[config.mk]
export PLATFORM = sky130hd
export DESIGN_NAME = spfp_top
export DESIGN_NICKNAME = d
export VERILOG_FILES = /design/src/hdl/spfp_pin_cell.v /design/src/hdl/spfp_top.v
export VERILOG_INCLUDE_DIRS = /design/src /design/src/hdl
export SDC_FILE = /design/constraint.sdc
export NUM_CORES = 1
export LEC_CHECK = 0
export BUFFER_PORTS_ARGS = -buffer_cell sky130_fd_sc_hd__buf_2
export CORE_MARGIN = 2
export CORE_UTILIZATION = 30
export CTS_BUF_LIST = sky130_fd_sc_hd__clkbuf_16
export DETAILED_ROUTE_END_ITERATION = 7
export HOLD_SLACK_MARGIN = 0.05
export PLACE_DENSITY_LB_ADDON = 0.08
export SYNTH_ARGS = -nofsm -noshare
export SYNTH_HDL_FRONTEND = slang
export SYNTH_SLANG_ARGS = --single-unit
[constraint.sdc]
create_clock -name pclk -period 2.6 [get_ports pclk]
set_input_delay 0.52 -clock pclk [delete_from_list [all_inputs] [get_ports pclk]]
set_output_delay 0.52 -clock pclk [all_outputs]
set_load 0.1 [all_outputs]
[src/hdl/spfp_map.vh]
// Purpose: Register offsets, field positions and reset values of the fast-path pin select.
// Assumes: APB with 32-bit data, one aligned word per register.
// Notes:   Included by the top-level design file by bare name.
`ifndef SPFP_MAP_VH
`define SPFP_MAP_VH

// ----------------------------------------------------------------
// Register byte offsets
// ----------------------------------------------------------------
`define SPFP_OFS_PB_GRP 8'h00
`define SPFP_OFS_PB_OPT 8'h04
`define SPFP_OFS_PC_GRP 8'h08
`define SPFP_OFS_PC_OPT 8'h0C
`define SPFP_OFS_STATUS 8'h10
`define SPFP_ADDR_W 8

// ----------------------------------------------------------------
// Reset values and field constants
// ----------------------------------------------------------------
`define SPFP_SEL_RESET 32'h00000000
`define SPFP_FAST_CODE 2'h3
`define SPFP_NPINS 12
`define SPFP_NINST 3
`define SPFP_PINS_PER_INST 4

// Bank of each pin: 0 = port B high bank, 1 = port C low bank (bit per pin index).
`define SPFP_BANK_MAP 12'hFE0

// Low bit of each pin's 2-bit field, five bits per pin, pin 0 in the low bits.
// Pins 0-3 instance A (20,22,24,26), 4-7 instance B (30,0,2,4), 8-11 instance C (10..16).
`define SPFP_LSB_MAP 60'h8398A2081ED62D4
`define SPFP_LSB_W 5

// Status register layout.
`define SPFP_ST_ENG_LSB 0
`define SPFP_ST_MISUSE_LSB 16
`endif

[src/hdl/spfp_pin_cell.v]
// Purpose: One pin of the fast-path select: output steering and filtered input return.
// Assumes: pin_in is asynchronous to pclk; the other inputs are pclk logic.
// Notes:   All outputs are registered.
`timescale 1ns/10ps
`default_nettype none

module spfp_pin_cell
(
    // Clock, reset and enable.
    input wire pclk,
    input wire presetn,
    input wire pce,
    // Steering select.
    input wire sel_fast,
    // Serial interface side.
    input wire spi_out,
    input wire spi_oe,
    output reg spi_in,
    // Other pin function side.
    input wire alt_out,
    input wire alt_oe,
    output reg alt_in,
    // Chip pin.
    input wire pin_in,
    output reg pin_out,
    output reg pin_oe
);

    reg sync1;
    reg sync2;
    reg sync3;
    reg pin_level;

    // ----------------------------------------------------------------
    // Input synchroniser and filter
    // ----------------------------------------------------------------
    // Only sync2 and sync3 are compared; sync1 feeds sync2 alone to keep metastability contained.
    always @(posedge pclk or negedge presetn)
    begin
        if (!presetn)
        begin
            sync1 <= 1'b0;
            sync2 <= 1'b0;
            sync3 <= 1'b0;
            pin_level <= 1'b0;
        end
        else if (pce)
        begin
            sync1 <= pin_in;
            sync2 <= sync1;
            sync3 <= sync2;
            if (sync2 == sync3)
            begin
                pin_level <= sync3;
            end
        end
    end

    // ----------------------------------------------------------------
    // Steering
    // ----------------------------------------------------------------
    // The serial unit sees the pin only while the fast path is engaged; for the first five edges
    // after engaging, spi_in still carries the filtered level from before the switch.
    always @(posedge pclk or negedge presetn)
    begin
        if (!presetn)
        begin
            pin_out <= 1'b0;
            pin_oe <= 1'b0;
            spi_in <= 1'b0;
            alt_in <= 1'b0;
        end
        else if (pce)
        begin
            if (sel_fast)
            begin
                pin_out <= spi_out;
                pin_oe <= spi_oe;
                spi_in <= pin_level;
                alt_in <= 1'b0;
            end
            else
            begin
                pin_out <= alt_out;
                pin_oe <= alt_oe;
                spi_in <= 1'b0;
                alt_in <= pin_level;
            end
        end
    end

endmodule // spfp_pin_cell

`default_nettype wire

[src/hdl/spfp_top.v]
// Purpose: Fast-path pin select for three serial interface instances, four pins each.
// Assumes: APB slave at 100 MHz; pins are split into input, output and output enable.
// Notes:   Pin index n: A 0-3, B 4-7, C 8-11; order data out, data in, clock, select.
//          Status word: engaged pins in the low bits, sticky misuse flags above them.
//          The fast mode bits must come from pclk logic; they are not synchronised.
//          Pins of an unselected instance keep their other function untouched.
//
// How it works
// - One fast pin option per serial instance.
// - Instance A uses port B high fields.
// - Instance B spans port B and C fields.
// - Instance C uses port C low fields.
// - Fast path works regardless of fast mode.
`timescale 1ns/10ps
`default_nettype none
`include "spfp_map.vh"

module spfp_top
(
    // Clock, reset and enable.
    input wire pclk,
    input wire presetn,
    input wire pce,
    // APB slave.
    input wire psel,
    input wire penable,
    input wire pwrite,
    input wire [31:0] paddr,
    input wire [31:0] pwdata,
    output reg [31:0] prdata,
    output reg pready,
    output reg pslverr,
    // Serial interface units, one bit per pin index; fast mode one bit per instance.
    input wire [11:0] spi_out,
    input wire [11:0] spi_oe,
    output wire [11:0] spi_in,
    input wire [2:0] fast_mode_bit,
    // Other pin functions selected by the same fields.
    input wire [11:0] alt_out,
    input wire [11:0] alt_oe,
    output wire [11:0] alt_in,
    // Chip pins.
    input wire [11:0] pin_in,
    output wire [11:0] pin_out,
    output wire [11:0] pin_oe
);

    // Selector registers, status flags and bus decode.
    reg [31:0] portb_hi_group_select;
    reg [31:0] portb_hi_option_select;
    reg [31:0] portc_lo_group_select;
    reg [31:0] portc_lo_option_select;
    reg [2:0] misuse;
    wire [11:0] engaged;
    wire [2:0] inst_fast;
    wire [7:0] addr;
    wire access;
    reg [31:0] next_rdata;
    reg next_err;
    wire start;
    wire [2:0] clear_mask;

    // ----------------------------------------------------------------
    // Field decode
    // ----------------------------------------------------------------
    // A pin engages only when both its group and its option field read the fast code.
    // Requiring both fields keeps a half-programmed pin on its other function, so a
    // pin never flips to the fast path in the middle of a two-write update.
    function fast_sel;
        input [31:0] grp;
        input [31:0] opt;
        input [4:0] lsb;
        begin
            fast_sel = (grp[lsb +: 2] == `SPFP_FAST_CODE) && (opt[lsb +: 2] == `SPFP_FAST_CODE);
        end
    endfunction

    // Per-pin tables: which bank holds the fields, and where each field starts.
    localparam [11:0] BANK = `SPFP_BANK_MAP;
    localparam [59:0] LSBS = `SPFP_LSB_MAP;

    genvar gi;
    generate
        for (gi = 0; gi < `SPFP_NPINS; gi = gi + 1)
        begin : g_pin
            // Bank and field position per pin give the instance A, B, C maps.
            assign engaged[gi] = BANK[gi] ?
                fast_sel(portc_lo_group_select, portc_lo_option_select,
                         LSBS[gi*`SPFP_LSB_W +: `SPFP_LSB_W]) :
                fast_sel(portb_hi_group_select, portb_hi_option_select,
                         LSBS[gi*`SPFP_LSB_W +: `SPFP_LSB_W]);

            // The fast mode bit is deliberately not an input to steering.
            // Returns pass a three-stage filter, so a pin change reaches the serial unit
            // five edges later; the serial units must budget for that latency.
            spfp_pin_cell u_cell
            (
                .pclk(pclk),
                .presetn(presetn),
                .pce(pce),
                .sel_fast(engaged[gi]),
                .spi_out(spi_out[gi]),
                .spi_oe(spi_oe[gi]),
                .spi_in(spi_in[gi]),
                .alt_out(alt_out[gi]),
                .alt_oe(alt_oe[gi]),
                .alt_in(alt_in[gi]),
                .pin_in(pin_in[gi]),
                .pin_out(pin_out[gi]),
                .pin_oe(pin_oe[gi])
            );
        end
        for (gi = 0; gi < `SPFP_NINST; gi = gi + 1)
        begin : g_inst
            // An instance counts as fast only with all four of its pins engaged.
            // A partly engaged instance would split its signals across two paths.
            assign inst_fast[gi] = &engaged[gi*`SPFP_PINS_PER_INST +: `SPFP_PINS_PER_INST];
        end
    endgenerate

    // ----------------------------------------------------------------
    // Fast mode without fast pins
    // ----------------------------------------------------------------
    // Sticky flag: fast mode seen while the instance lacks the fast path; cleared by a status
    // write of one, and a new occurrence in the clearing cycle wins.
    // The flag only reports; steering is left alone so normal transfers still work.
    always @(posedge pclk or negedge presetn)
    begin
        if (!presetn)
        begin
            misuse <= 3'h0;
        end
        else if (pce)
        begin
            misuse <= (misuse & ~clear_mask) | (fast_mode_bit & ~inst_fast);
        end
    end

    // ----------------------------------------------------------------
    // APB slave
    // ----------------------------------------------------------------
    // One wait state: pready rises a cycle into the access phase, and the write lands on the
    // edge where the master sees it high. This keeps every bus output registered.
    // The cost is one extra cycle per access, which configuration traffic never notices.
    assign addr = paddr[`SPFP_ADDR_W-1:0];
    assign access = psel && penable && pready;

    // The first cycle of an access phase starts the single wait state.
    assign start = psel && penable && !pready;

    // Writing ones to the status word clears misuse flags; a refused transfer clears none.
    assign clear_mask = (access && pwrite && !pslverr && addr == `SPFP_OFS_STATUS) ?
                        pwdata[`SPFP_ST_MISUSE_LSB +: `SPFP_NINST] : 3'h0;

    // Read data and error for the current address.
    // Reserved status bits and refused reads return zero.
    always @*
    begin
        next_rdata = 32'h00000000;
        next_err = 1'b0;
        if (paddr[31:`SPFP_ADDR_W] != 24'h000000 || paddr[1:0] != 2'h0)
        begin
            next_err = 1'b1;
        end
        else
        begin
            case (addr)
                `SPFP_OFS_PB_GRP: next_rdata = portb_hi_group_select;
                `SPFP_OFS_PB_OPT: next_rdata = portb_hi_option_select;
                `SPFP_OFS_PC_GRP: next_rdata = portc_lo_group_select;
                `SPFP_OFS_PC_OPT: next_rdata = portc_lo_option_select;
                `SPFP_OFS_STATUS:
                begin
                    next_rdata[`SPFP_ST_ENG_LSB +: `SPFP_NPINS] = engaged;
                    next_rdata[`SPFP_ST_MISUSE_LSB +: `SPFP_NINST] = misuse;
                end
                default: next_err = 1'b1;
            endcase
        end
    end

    // Handshake, read capture and register writes.
    // With pce low the handshake freezes too; a low pready lengthens the wait, but a high pready stays high and that cycle's write is dropped.
    always @(posedge pclk or negedge presetn)
    begin
        if (!presetn)
        begin
            pready <= 1'b0;
            pslverr <= 1'b0;
            prdata <= 32'h00000000;
            portb_hi_group_select <= `SPFP_SEL_RESET;
            portb_hi_option_select <= `SPFP_SEL_RESET;
            portc_lo_group_select <= `SPFP_SEL_RESET;
            portc_lo_option_select <= `SPFP_SEL_RESET;
        end
        else if (pce)
        begin
            pready <= start;
            pslverr <= start && next_err;
            if (start && !pwrite)
            begin
                prdata <= next_err ? 32'h00000000 : next_rdata;
            end
            if (access && pwrite && !pslverr)
            begin
                // Status writes land in the misuse clear logic above.
                case (addr)
                    `SPFP_OFS_PB_GRP: portb_hi_group_select <= pwdata;
                    `SPFP_OFS_PB_OPT: portb_hi_option_select <= pwdata;
                    `SPFP_OFS_PC_GRP: portc_lo_group_select <= pwdata;
                    `SPFP_OFS_PC_OPT: portc_lo_option_select <= pwdata;
                    default: ;
                endcase
            end
        end
    end

endmodule // spfp_top

`default_nettype wire

After elaboration in Yosys (flattened, before gate mapping)
Index checks and enable logic that the tools add are counted.

Register bits after elaboration: 261. Input port bits: 133. Output and inout bits: 82. Logic and storage cells: 254.

Equality and inequality tests: 40. Mux-type cells: 57. Bitwise operators: 5. Reduce and logical (&&, ||, !) cells: 48.

Operator list (count): two-way mux 32 bit (2); one-hot mux 12 bit (5 select lines) (1); one-hot mux 13 bit (4 select lines) (1); two-way mux 1 bit (50); equality test 2 bit, second input constant (24); AND reduction 2 bit (13); nonzero test 24 bit (1); logical AND 1 bit (20); equality test 8 x 4 -> 1 bit, second input constant (2); one-hot mux 4 bit (4 select lines) (1); one-hot mux 3 bit (5 select lines) (1); equality test 1 bit (12); AND reduction 3 bit (4); AND reduction 4 bit (3); equality test 8 x 3 -> 1 bit, second input constant (1); equality test 8 x 5 -> 1 bit, second input constant (1); zero test 8 bit (1); bitwise AND 3 bit (2); inverter 3 bit (2); OR reduction 5 bit (1); zero test 1 bit (3); two-way mux 3 bit (1); bitwise OR 3 bit (1); nonzero test 2 bit (1); logical OR 1 bit (1).

Depth between registers and ports, before layout
Gate-level depths: netlist of run 1.

Word-level depth: 9. Mapped depth: 7. Gate-level depth less buffers: 4.

Modules after synthesis
From an unflattened synthesis of run 1, not the netlist that was laid out.

Cells, all modules: 835. Area, all modules: 11602.4 sq um.

By module, submodules not included: spfp_top (instances 1, cells each 511, area an instance 7488.4 sq um, sequential area each 4129.0 sq um); spfp_pin_cell (instances 12, cells each 27, area an instance 342.8 sq um, sequential area each 200.2 sq um).

Least setup slack after synthesis of run 1
OpenSTA, ideal clock, no wires.

Path kind: register -> register. Start: reg pready. End: reg portc_lo_group_select[10]. Setup time: 0.127 ns. Arrival: 2.216 ns. Data required time: 2.473 ns. Slack: 0.257 ns. Stages on the path, launching flop included: 7. Path buffers: 2. Clock period less this slack: 2.343 ns. Cell sequence: dfrtp_1 -> nand2_1 -> nor3_4 -> and4b_1 -> buf_2 -> buf_6 -> mux2_1.

Cells in the longest elaborated chain, start to end: 4.

Ends and longest elaborated chain: start: declaration (RTL line spfp_top.v:31) `output reg pready,`; start signal: assignment (RTL line spfp_top.v:198) `pready <= start;`; logical AND 1 bit (RTL line spfp_top.v:146) `assign access = psel && penable && pready;`; logical AND 1 bit (2 in a row) (RTL line spfp_top.v:204) `if (access && pwrite && !pslverr)`; AND reduction 3 bit (no source line); end signal: assignment (RTL line spfp_top.v:193) `` portc_lo_group_select <= `SPFP_SEL_RESET; ``; end signal: assignment (RTL line spfp_top.v:210) `` `SPFP_OFS_PC_GRP: portc_lo_group_select <= pwdata; ``; end: declaration (RTL line spfp_top.v:51) `reg [31:0] portc_lo_group_select;`.

Every way passes these cells. A chain may end at the register's enable or synchronous reset.

Worst setup path in the final report of run 1
Start: reg pready. End: out pready.

No word-level cell between the ends.

==> impl_metrics.ini, run 1 <==
[grt]
grt_pass1_vias = 8433
use_met1 = 0.211
grt_pass1_wl_mm = 51.7
use_met2 = 0.278
grt_max_degree = 151
globalRouteOverflowTotal = 0
grt_usage = 0.165
grt_busiest_layer = met2
antenna_found_initial = 6
met3_usage = 0.0385

[routing]
viasPerCell = 4.74
firstDrtPassIters = 4
wl_per_cell_microns = 19.9
routed_wl_mm = 32.8
drtAntennaViolNets = 0
vias = 7795
remaining_drc_errors = 0
first_iter_violations = 282

[power]
leakagePower_nw = 7.02
peakVddDrop_mv = 0.340
totalPowerFinal_mw = 10.1
power_density_nw_per_um2 = 712

[setup_path]
crit_chain = buf_2
cp_top_family = buffers and inverters
critPathLaunchType = register
cp_slowest_cell = buf_2
slowest_delay_ns = 0.49
cp.arrival_ns = 1.45
crit_fanout = 4
worstSetupEndpointType = primary output
crit_buf_inv = 1
crit_required_ns = 2.08
path_class = reg -> out

[synthesis]
ys_ff_latch = 261
syn_nets = 1057
yosysWarnings = 0
synth-edff-count = 0
synth-async-reset-ratio = 1.00
synthesis.instances = 924
netlist-cell-type-count = 39
ys.flop_type = dfrtp_1
netlist_area_sq_um = 11800
yosysSeqAreaShare = 0.556
postSynthAreaPerCell_sq_um = 12.7

[finish]
finalNetCount = 1235
fin_cells = 1646
n_fill_cell = 3855
stdcell_area_sq_um = 14200
layout_commonest_cell = dfrtp_1
most-common-layout-cells = dfrtp_1 (261), buf_2 (212), mux2_1 (111)
final_util = 0.368
area_growth_pct = 20.9
drive_gt1_frac = 0.350

[sta]
slew_headroom = 0.470
final_max_slew_viol_count = 0
max_freq_mhz = 508
tightest_slew_ns = 0.795
rsz0062_at_grt = false
fin_tns_setup_ns = 0
fin_crit_sh = 0.757
final.min_clock_period_ns = 1.97
holdWs_ns = 0.246
postLayoutSetupSlackWorst_ns = 0.632
fin_skew_ns = 0.0108
setup_viol = 0
finalHoldViolations = 0

[clock_network]
clock_path_buffers = 3
cts_sinks = 261
cts_resized = 0
clkLatencyLatePin_ns = 0.51
cts_made_buffers = 34
cts.root.buffer_cell = clkbuf_16
htree_num_levels = 2
postCtsHoldBufs = 1
cts_tree = built
postCtsSetupBuffers = 0
path_clk_slew_ns = 0.05

[place]
port_buffers = 214
hpwl_mm = 22.0
dp.cells = 1583
gp_congestion = 0.712
place_worst_setup_slack_ns = 0.379
post_dp_cell_area_sq_um = 13200

[die]
die_height_microns = 202
core_area_sq_um = 38600
die_area_sq_um = 40800
io_pins = 215
start_util = 0.304
rows = 72
die_w_microns = 202

[hold_path]
hp-class = in -> reg

[flow_run]
drv_cap = 0

[run_status]
outcome = finished, final reports clean
==> final cells by class <==
cell class,instances,area (sq um),share of cell area
Antenna cell,4,10.0,0.000704
Clock buffer,35,876,0.0616
Clock inverter,23,128,0.00898
Inverter,27,101,0.00713
Multi-Input combinational cell,537,4500,0.317
Sequential cell,261,6530,0.460
Tap cell,518,648,0.0456
Timing Repair Buffer,241,1410,0.0995
==> synthesized netlist by cell type, types with 19 or more instances <==
cell type | count | share of area
nand4_1 | 19 | 0.010
dfrtp_1 | 261 | 0.56
clkbuf_1 | 25 | 0.0080
a21oi_1 | 24 | 0.010
buf_4 | 54 | 0.034
inv_1 | 27 | 0.0086
mux2_2 | 68 | 0.065
nor2_1 | 39 | 0.012
nand2_1 | 61 | 0.019
mux2_1 | 111 | 0.11
a31oi_1 | 24 | 0.013
o22ai_1 | 38 | 0.020
==> per-layer routing <==
layer / wire length, microns / share of wire / up-vias
met1: 14700 / 0.45 / 3909
met5: 26 / 0.00079 / -
met4: 669 / 0.020 / 4
met3: 1550 / 0.047 / 41
met2: 15900 / 0.49 / 152
li1: - / - / 3689
==> flip-flops by register name, summed over array words and instances, names as in the netlist, 32 cells and up <==
| signal | count |
|---|---|
| portc_lo_option_select | 32 |
| prdata | 32 |
| portc_lo_group_select | 32 |
| portb_hi_option_select | 32 |
| portb_hi_group_select | 32 |
==> cell families after synthesis <==
logic type,after synthesis,synth area share
buffers and inverters,126,0.0615
multiplexers,211,0.217
flip-flops,261,0.556
AO/OA/AOI/OAI,140,0.0811
AND/OR/NAND/NOR,186,0.0847
==> final timing paths <==
path | from | end | slack [ns] | depth (start not counted)
max in group asynchronous | presetn | portc_lo_group_select[31]$_DFFE_PN0P_ | 1.28 | 3
min in group asynchronous | presetn | prdata[19]$_DFFE_PN0P_ | 0.58 | 2
hold / removal | pin_in[0] | g_pin[0].u_cell.sync1$_DFFE_PN0P_ | 0.25 | 2
setup / recovery | pready$_DFFE_PN0P_ | pready | 0.63 | 1
hold reg to reg | portc_lo_group_select[29]$_DFFE_PN0P_ | portc_lo_group_select[29]$_DFFE_PN0P_ | 0.48 | 1
setup reg to reg | pready$_DFFE_PN0P_ | portc_lo_group_select[1]$_DFFE_PN0P_ | 0.70 | 5
==> power by group <==
| group | total, mW | internal, mW | switching [mW] |
|---|---|---|---|
| Combinational | 1.40 | 0.363 | 1.04 |
| Sequential | 4.43 | 4.29 | 0.140 |
| Clock | 4.28 | 2.52 | 1.76 |
| Total | 10.1 | 7.18 | 2.94 |
Power figures use the tool's default switching activity.
==> run 2, diff against run 1 <==
==> constraint.sdc (replaced) <==
create_clock -name pclk -period 1.7 [get_ports pclk]
set_input_delay 0.34 -clock pclk [delete_from_list [all_inputs] [get_ports pclk]]
set_output_delay 0.34 -clock pclk [all_outputs]
set_load 0.1 [all_outputs]
==> run 2 against run 1 <==
Compared with the run above:
- the run now ends with negative setup slack left
- utilization is 4.5 points higher
- sequential power rose by 53%
- wire length rose by 5.9%
- register-to-register slack lost 0.74 ns
- first-iteration DRC count up 56%
- critical path type is now reg -> reg
- critical endpoint is now portc_lo_group_select[7]$_DFFE_PN0P_
==> impl_metrics.ini, run 2 (synthesis results as in run 1) <==
[run_status]
outcome = finished, violations left
failed_checks = negative setup slack

[routing]
viasPerCell = 4.72
firstDrtPassIters = 6
drt-met1-wl_mm = 15.7
highest_layer = met5
routed_wl_mm = 34.8
first_iter_violations = 439
drtAntennaViolNets = 0
vias = 8347
wl_met2_mm = 16.8
route.met3.wl_mm = 1.61
wl_per_cell_microns = 19.6
remaining_drc_errors = 0

[power]
peakVddDrop_mv = 0.690
seq_power_share = 0.445
p_int_mw = 10.8
leakagePower_nw = 7.65
netSwitchingPower_mw = 4.49
swShare = 0.294
combinationalPowerShare = 0.159
totalPowerFinal_mw = 15.2
power_density_nw_per_um2 = 956
clkPwrFrac = 0.396

[place]
gp_congestion = 0.724
hpwl_mm = 23.6
place_worst_setup_slack_ns = -0.269
dp.cells = 1619
port_buffers = 214

[die]
rows = 72
core_area_sq_um = 38600
start_util = 0.304
io_pins = 215
die_height_microns = 202
die_w_microns = 202
die_area_sq_um = 40800

[clock_network]
path_clk_slew_ns = 0.06
clkLatencyLatePin_ns = 0.56
htree_num_levels = 1
cts_sinks = 261
clock_path_buffers = 3
cts_made_buffers = 31
cts_tree = built
cts.root.buffer_cell = clkbuf_16

[grt]
antenna_found_initial = 3
grt_pass1_wl_mm = 53.8
globalRouteOverflowTotal = 0
grt_pass1_vias = 8732
grt_max_degree = 151
grt_usage = 0.171

[sta]
finalHoldViolations = 0
fin_skew_ns = 0.0105
max_freq_mhz = 574
final_max_slew_viol_count = 0
fin_crit_sh = 1.02
slew_headroom = 0.565
final.min_clock_period_ns = 1.74
tightest_slew_ns = 0.653
postLayoutSetupSlackWorst_ns = -0.0411
rsz0062_at_grt = true
setup_viol = 45

[finish]
fin_cells = 1770
drive_gt1_frac = 0.395
most-common-layout-cells = dfrtp_1 (259), buf_2 (131), buf_4 (113)
final_util = 0.412
n_fill_cell = 3693
layout_commonest_cell = dfrtp_1
regArea_sq_um = 6540
finalNetCount = 1360
area_growth_pct = 35.6
multi_input_area_sq_um = 4830

[setup_path]
path_class = reg -> reg
cp.arrival_ns = 2.18
crit_fanout = 15
cp_slowest_cell = dfrtp_4
crit_chain = nand2_4 > nor3_4 > and4b_2 > buf_12 > mux2_1
crit_required_ns = 2.14
critPathLaunchType = register
slowest_delay_ns = 0.45
worstSetupEndpointType = register

[hold_path]
hp-class = in -> reg

[flow_run]
drv_cap = 0
==> run 2: what timing repair did <==
item / 4_1_cts / 5_1_grt
gates resized for setup: 98 / 32
cloned: 2 / 1
setup endpoints to repair: 191 / 167
hold endpoints to repair: 206 / 0
pin swaps: 16 / 3
hold buffers: 86 / 0
setup buffers: 6 / 0
==> run 2: critical path: cells and delay by family (launching register included) <==
kind          cells  cell delay (ns)
simple gates      3             0.61
flops             1             0.45
mux               1             0.33
buf+inv           1             0.21
==> run 2: path summary, 6_finish.rpt <==
check | startpoint | endpoint | slack, ns | cells after the start
worst min-delay path | pwdata[10] | portc_lo_option_select[10]$_DFFE_PN0P_ | 0.08 | 2
worst min register to register | g_pin[0].u_cell.sync3$_DFFE_PN0P_ | g_pin[0].u_cell.pin_level$_DFFE_PN0P_ | 0.48 | 2
worst max register to register | pready$_DFFE_PN0P_ | portc_lo_group_select[7]$_DFFE_PN0P_ | -0.04 | 5
worst max-delay path | pready$_DFFE_PN0P_ | portc_lo_group_select[7]$_DFFE_PN0P_ | -0.04 | 5
max in group asynchronous | presetn | pready$_DFFE_PN0P_ | 0.80 | 3
min in group asynchronous | presetn | portc_lo_group_select[28]$_DFFE_PN0P_ | 0.27 | 2
==> run 2: cell type report <==
cell class	instances	share of cell area
Inverter	27	0.00636
Timing Repair Buffer	369	0.183
Antenna cell	3	0.000471
Sequential cell	261	0.410
Multi-Input combinational cell	537	0.303
Clock buffer	31	0.0487
Clock inverter	24	0.00769
Tap cell	518	0.0407
==> run 2: per-stage QoR <==
| stage | cell area (sq um) | setup TNS, ns | hold WS, ns |
|---|---|---|---|
| floorplan | 12000 | -19.41 | 0.0444 |
| global placement | 13700 | -28.86 | 0.267 |
| detailed placement | 13700 | -29.49 | 0.275 |
| finish | 15900 | -0.424 | 0.0778 |
| global route | 15900 | -6.45 | 0.0683 |
| CTS | 15800 | -4.52 | 0.0571 |
==> run 2: power by group through the flow <==
stage / logic, mW / clock network [mW] / registers [mW]
final: 2.43 / 6.03 / 6.78
after global routing: 2.61 / 6.49 / 6.84
after CTS: 2.45 / 6.26 / 6.78
after detailed placement: 2.23 / 0 / 6.89
after global placement: 2.21 / 0 / 6.88
after floorplan: 1.71 / 0 / 6.86
==> run 2: per-layer routing <==
layer / GRT usage / vias up
met5: 0 / -
met4: 0.0331 / 2
met3: 0.0327 / 42
met2: 0.286 / 157
met1: 0.231 / 4198
li1: - / 3948
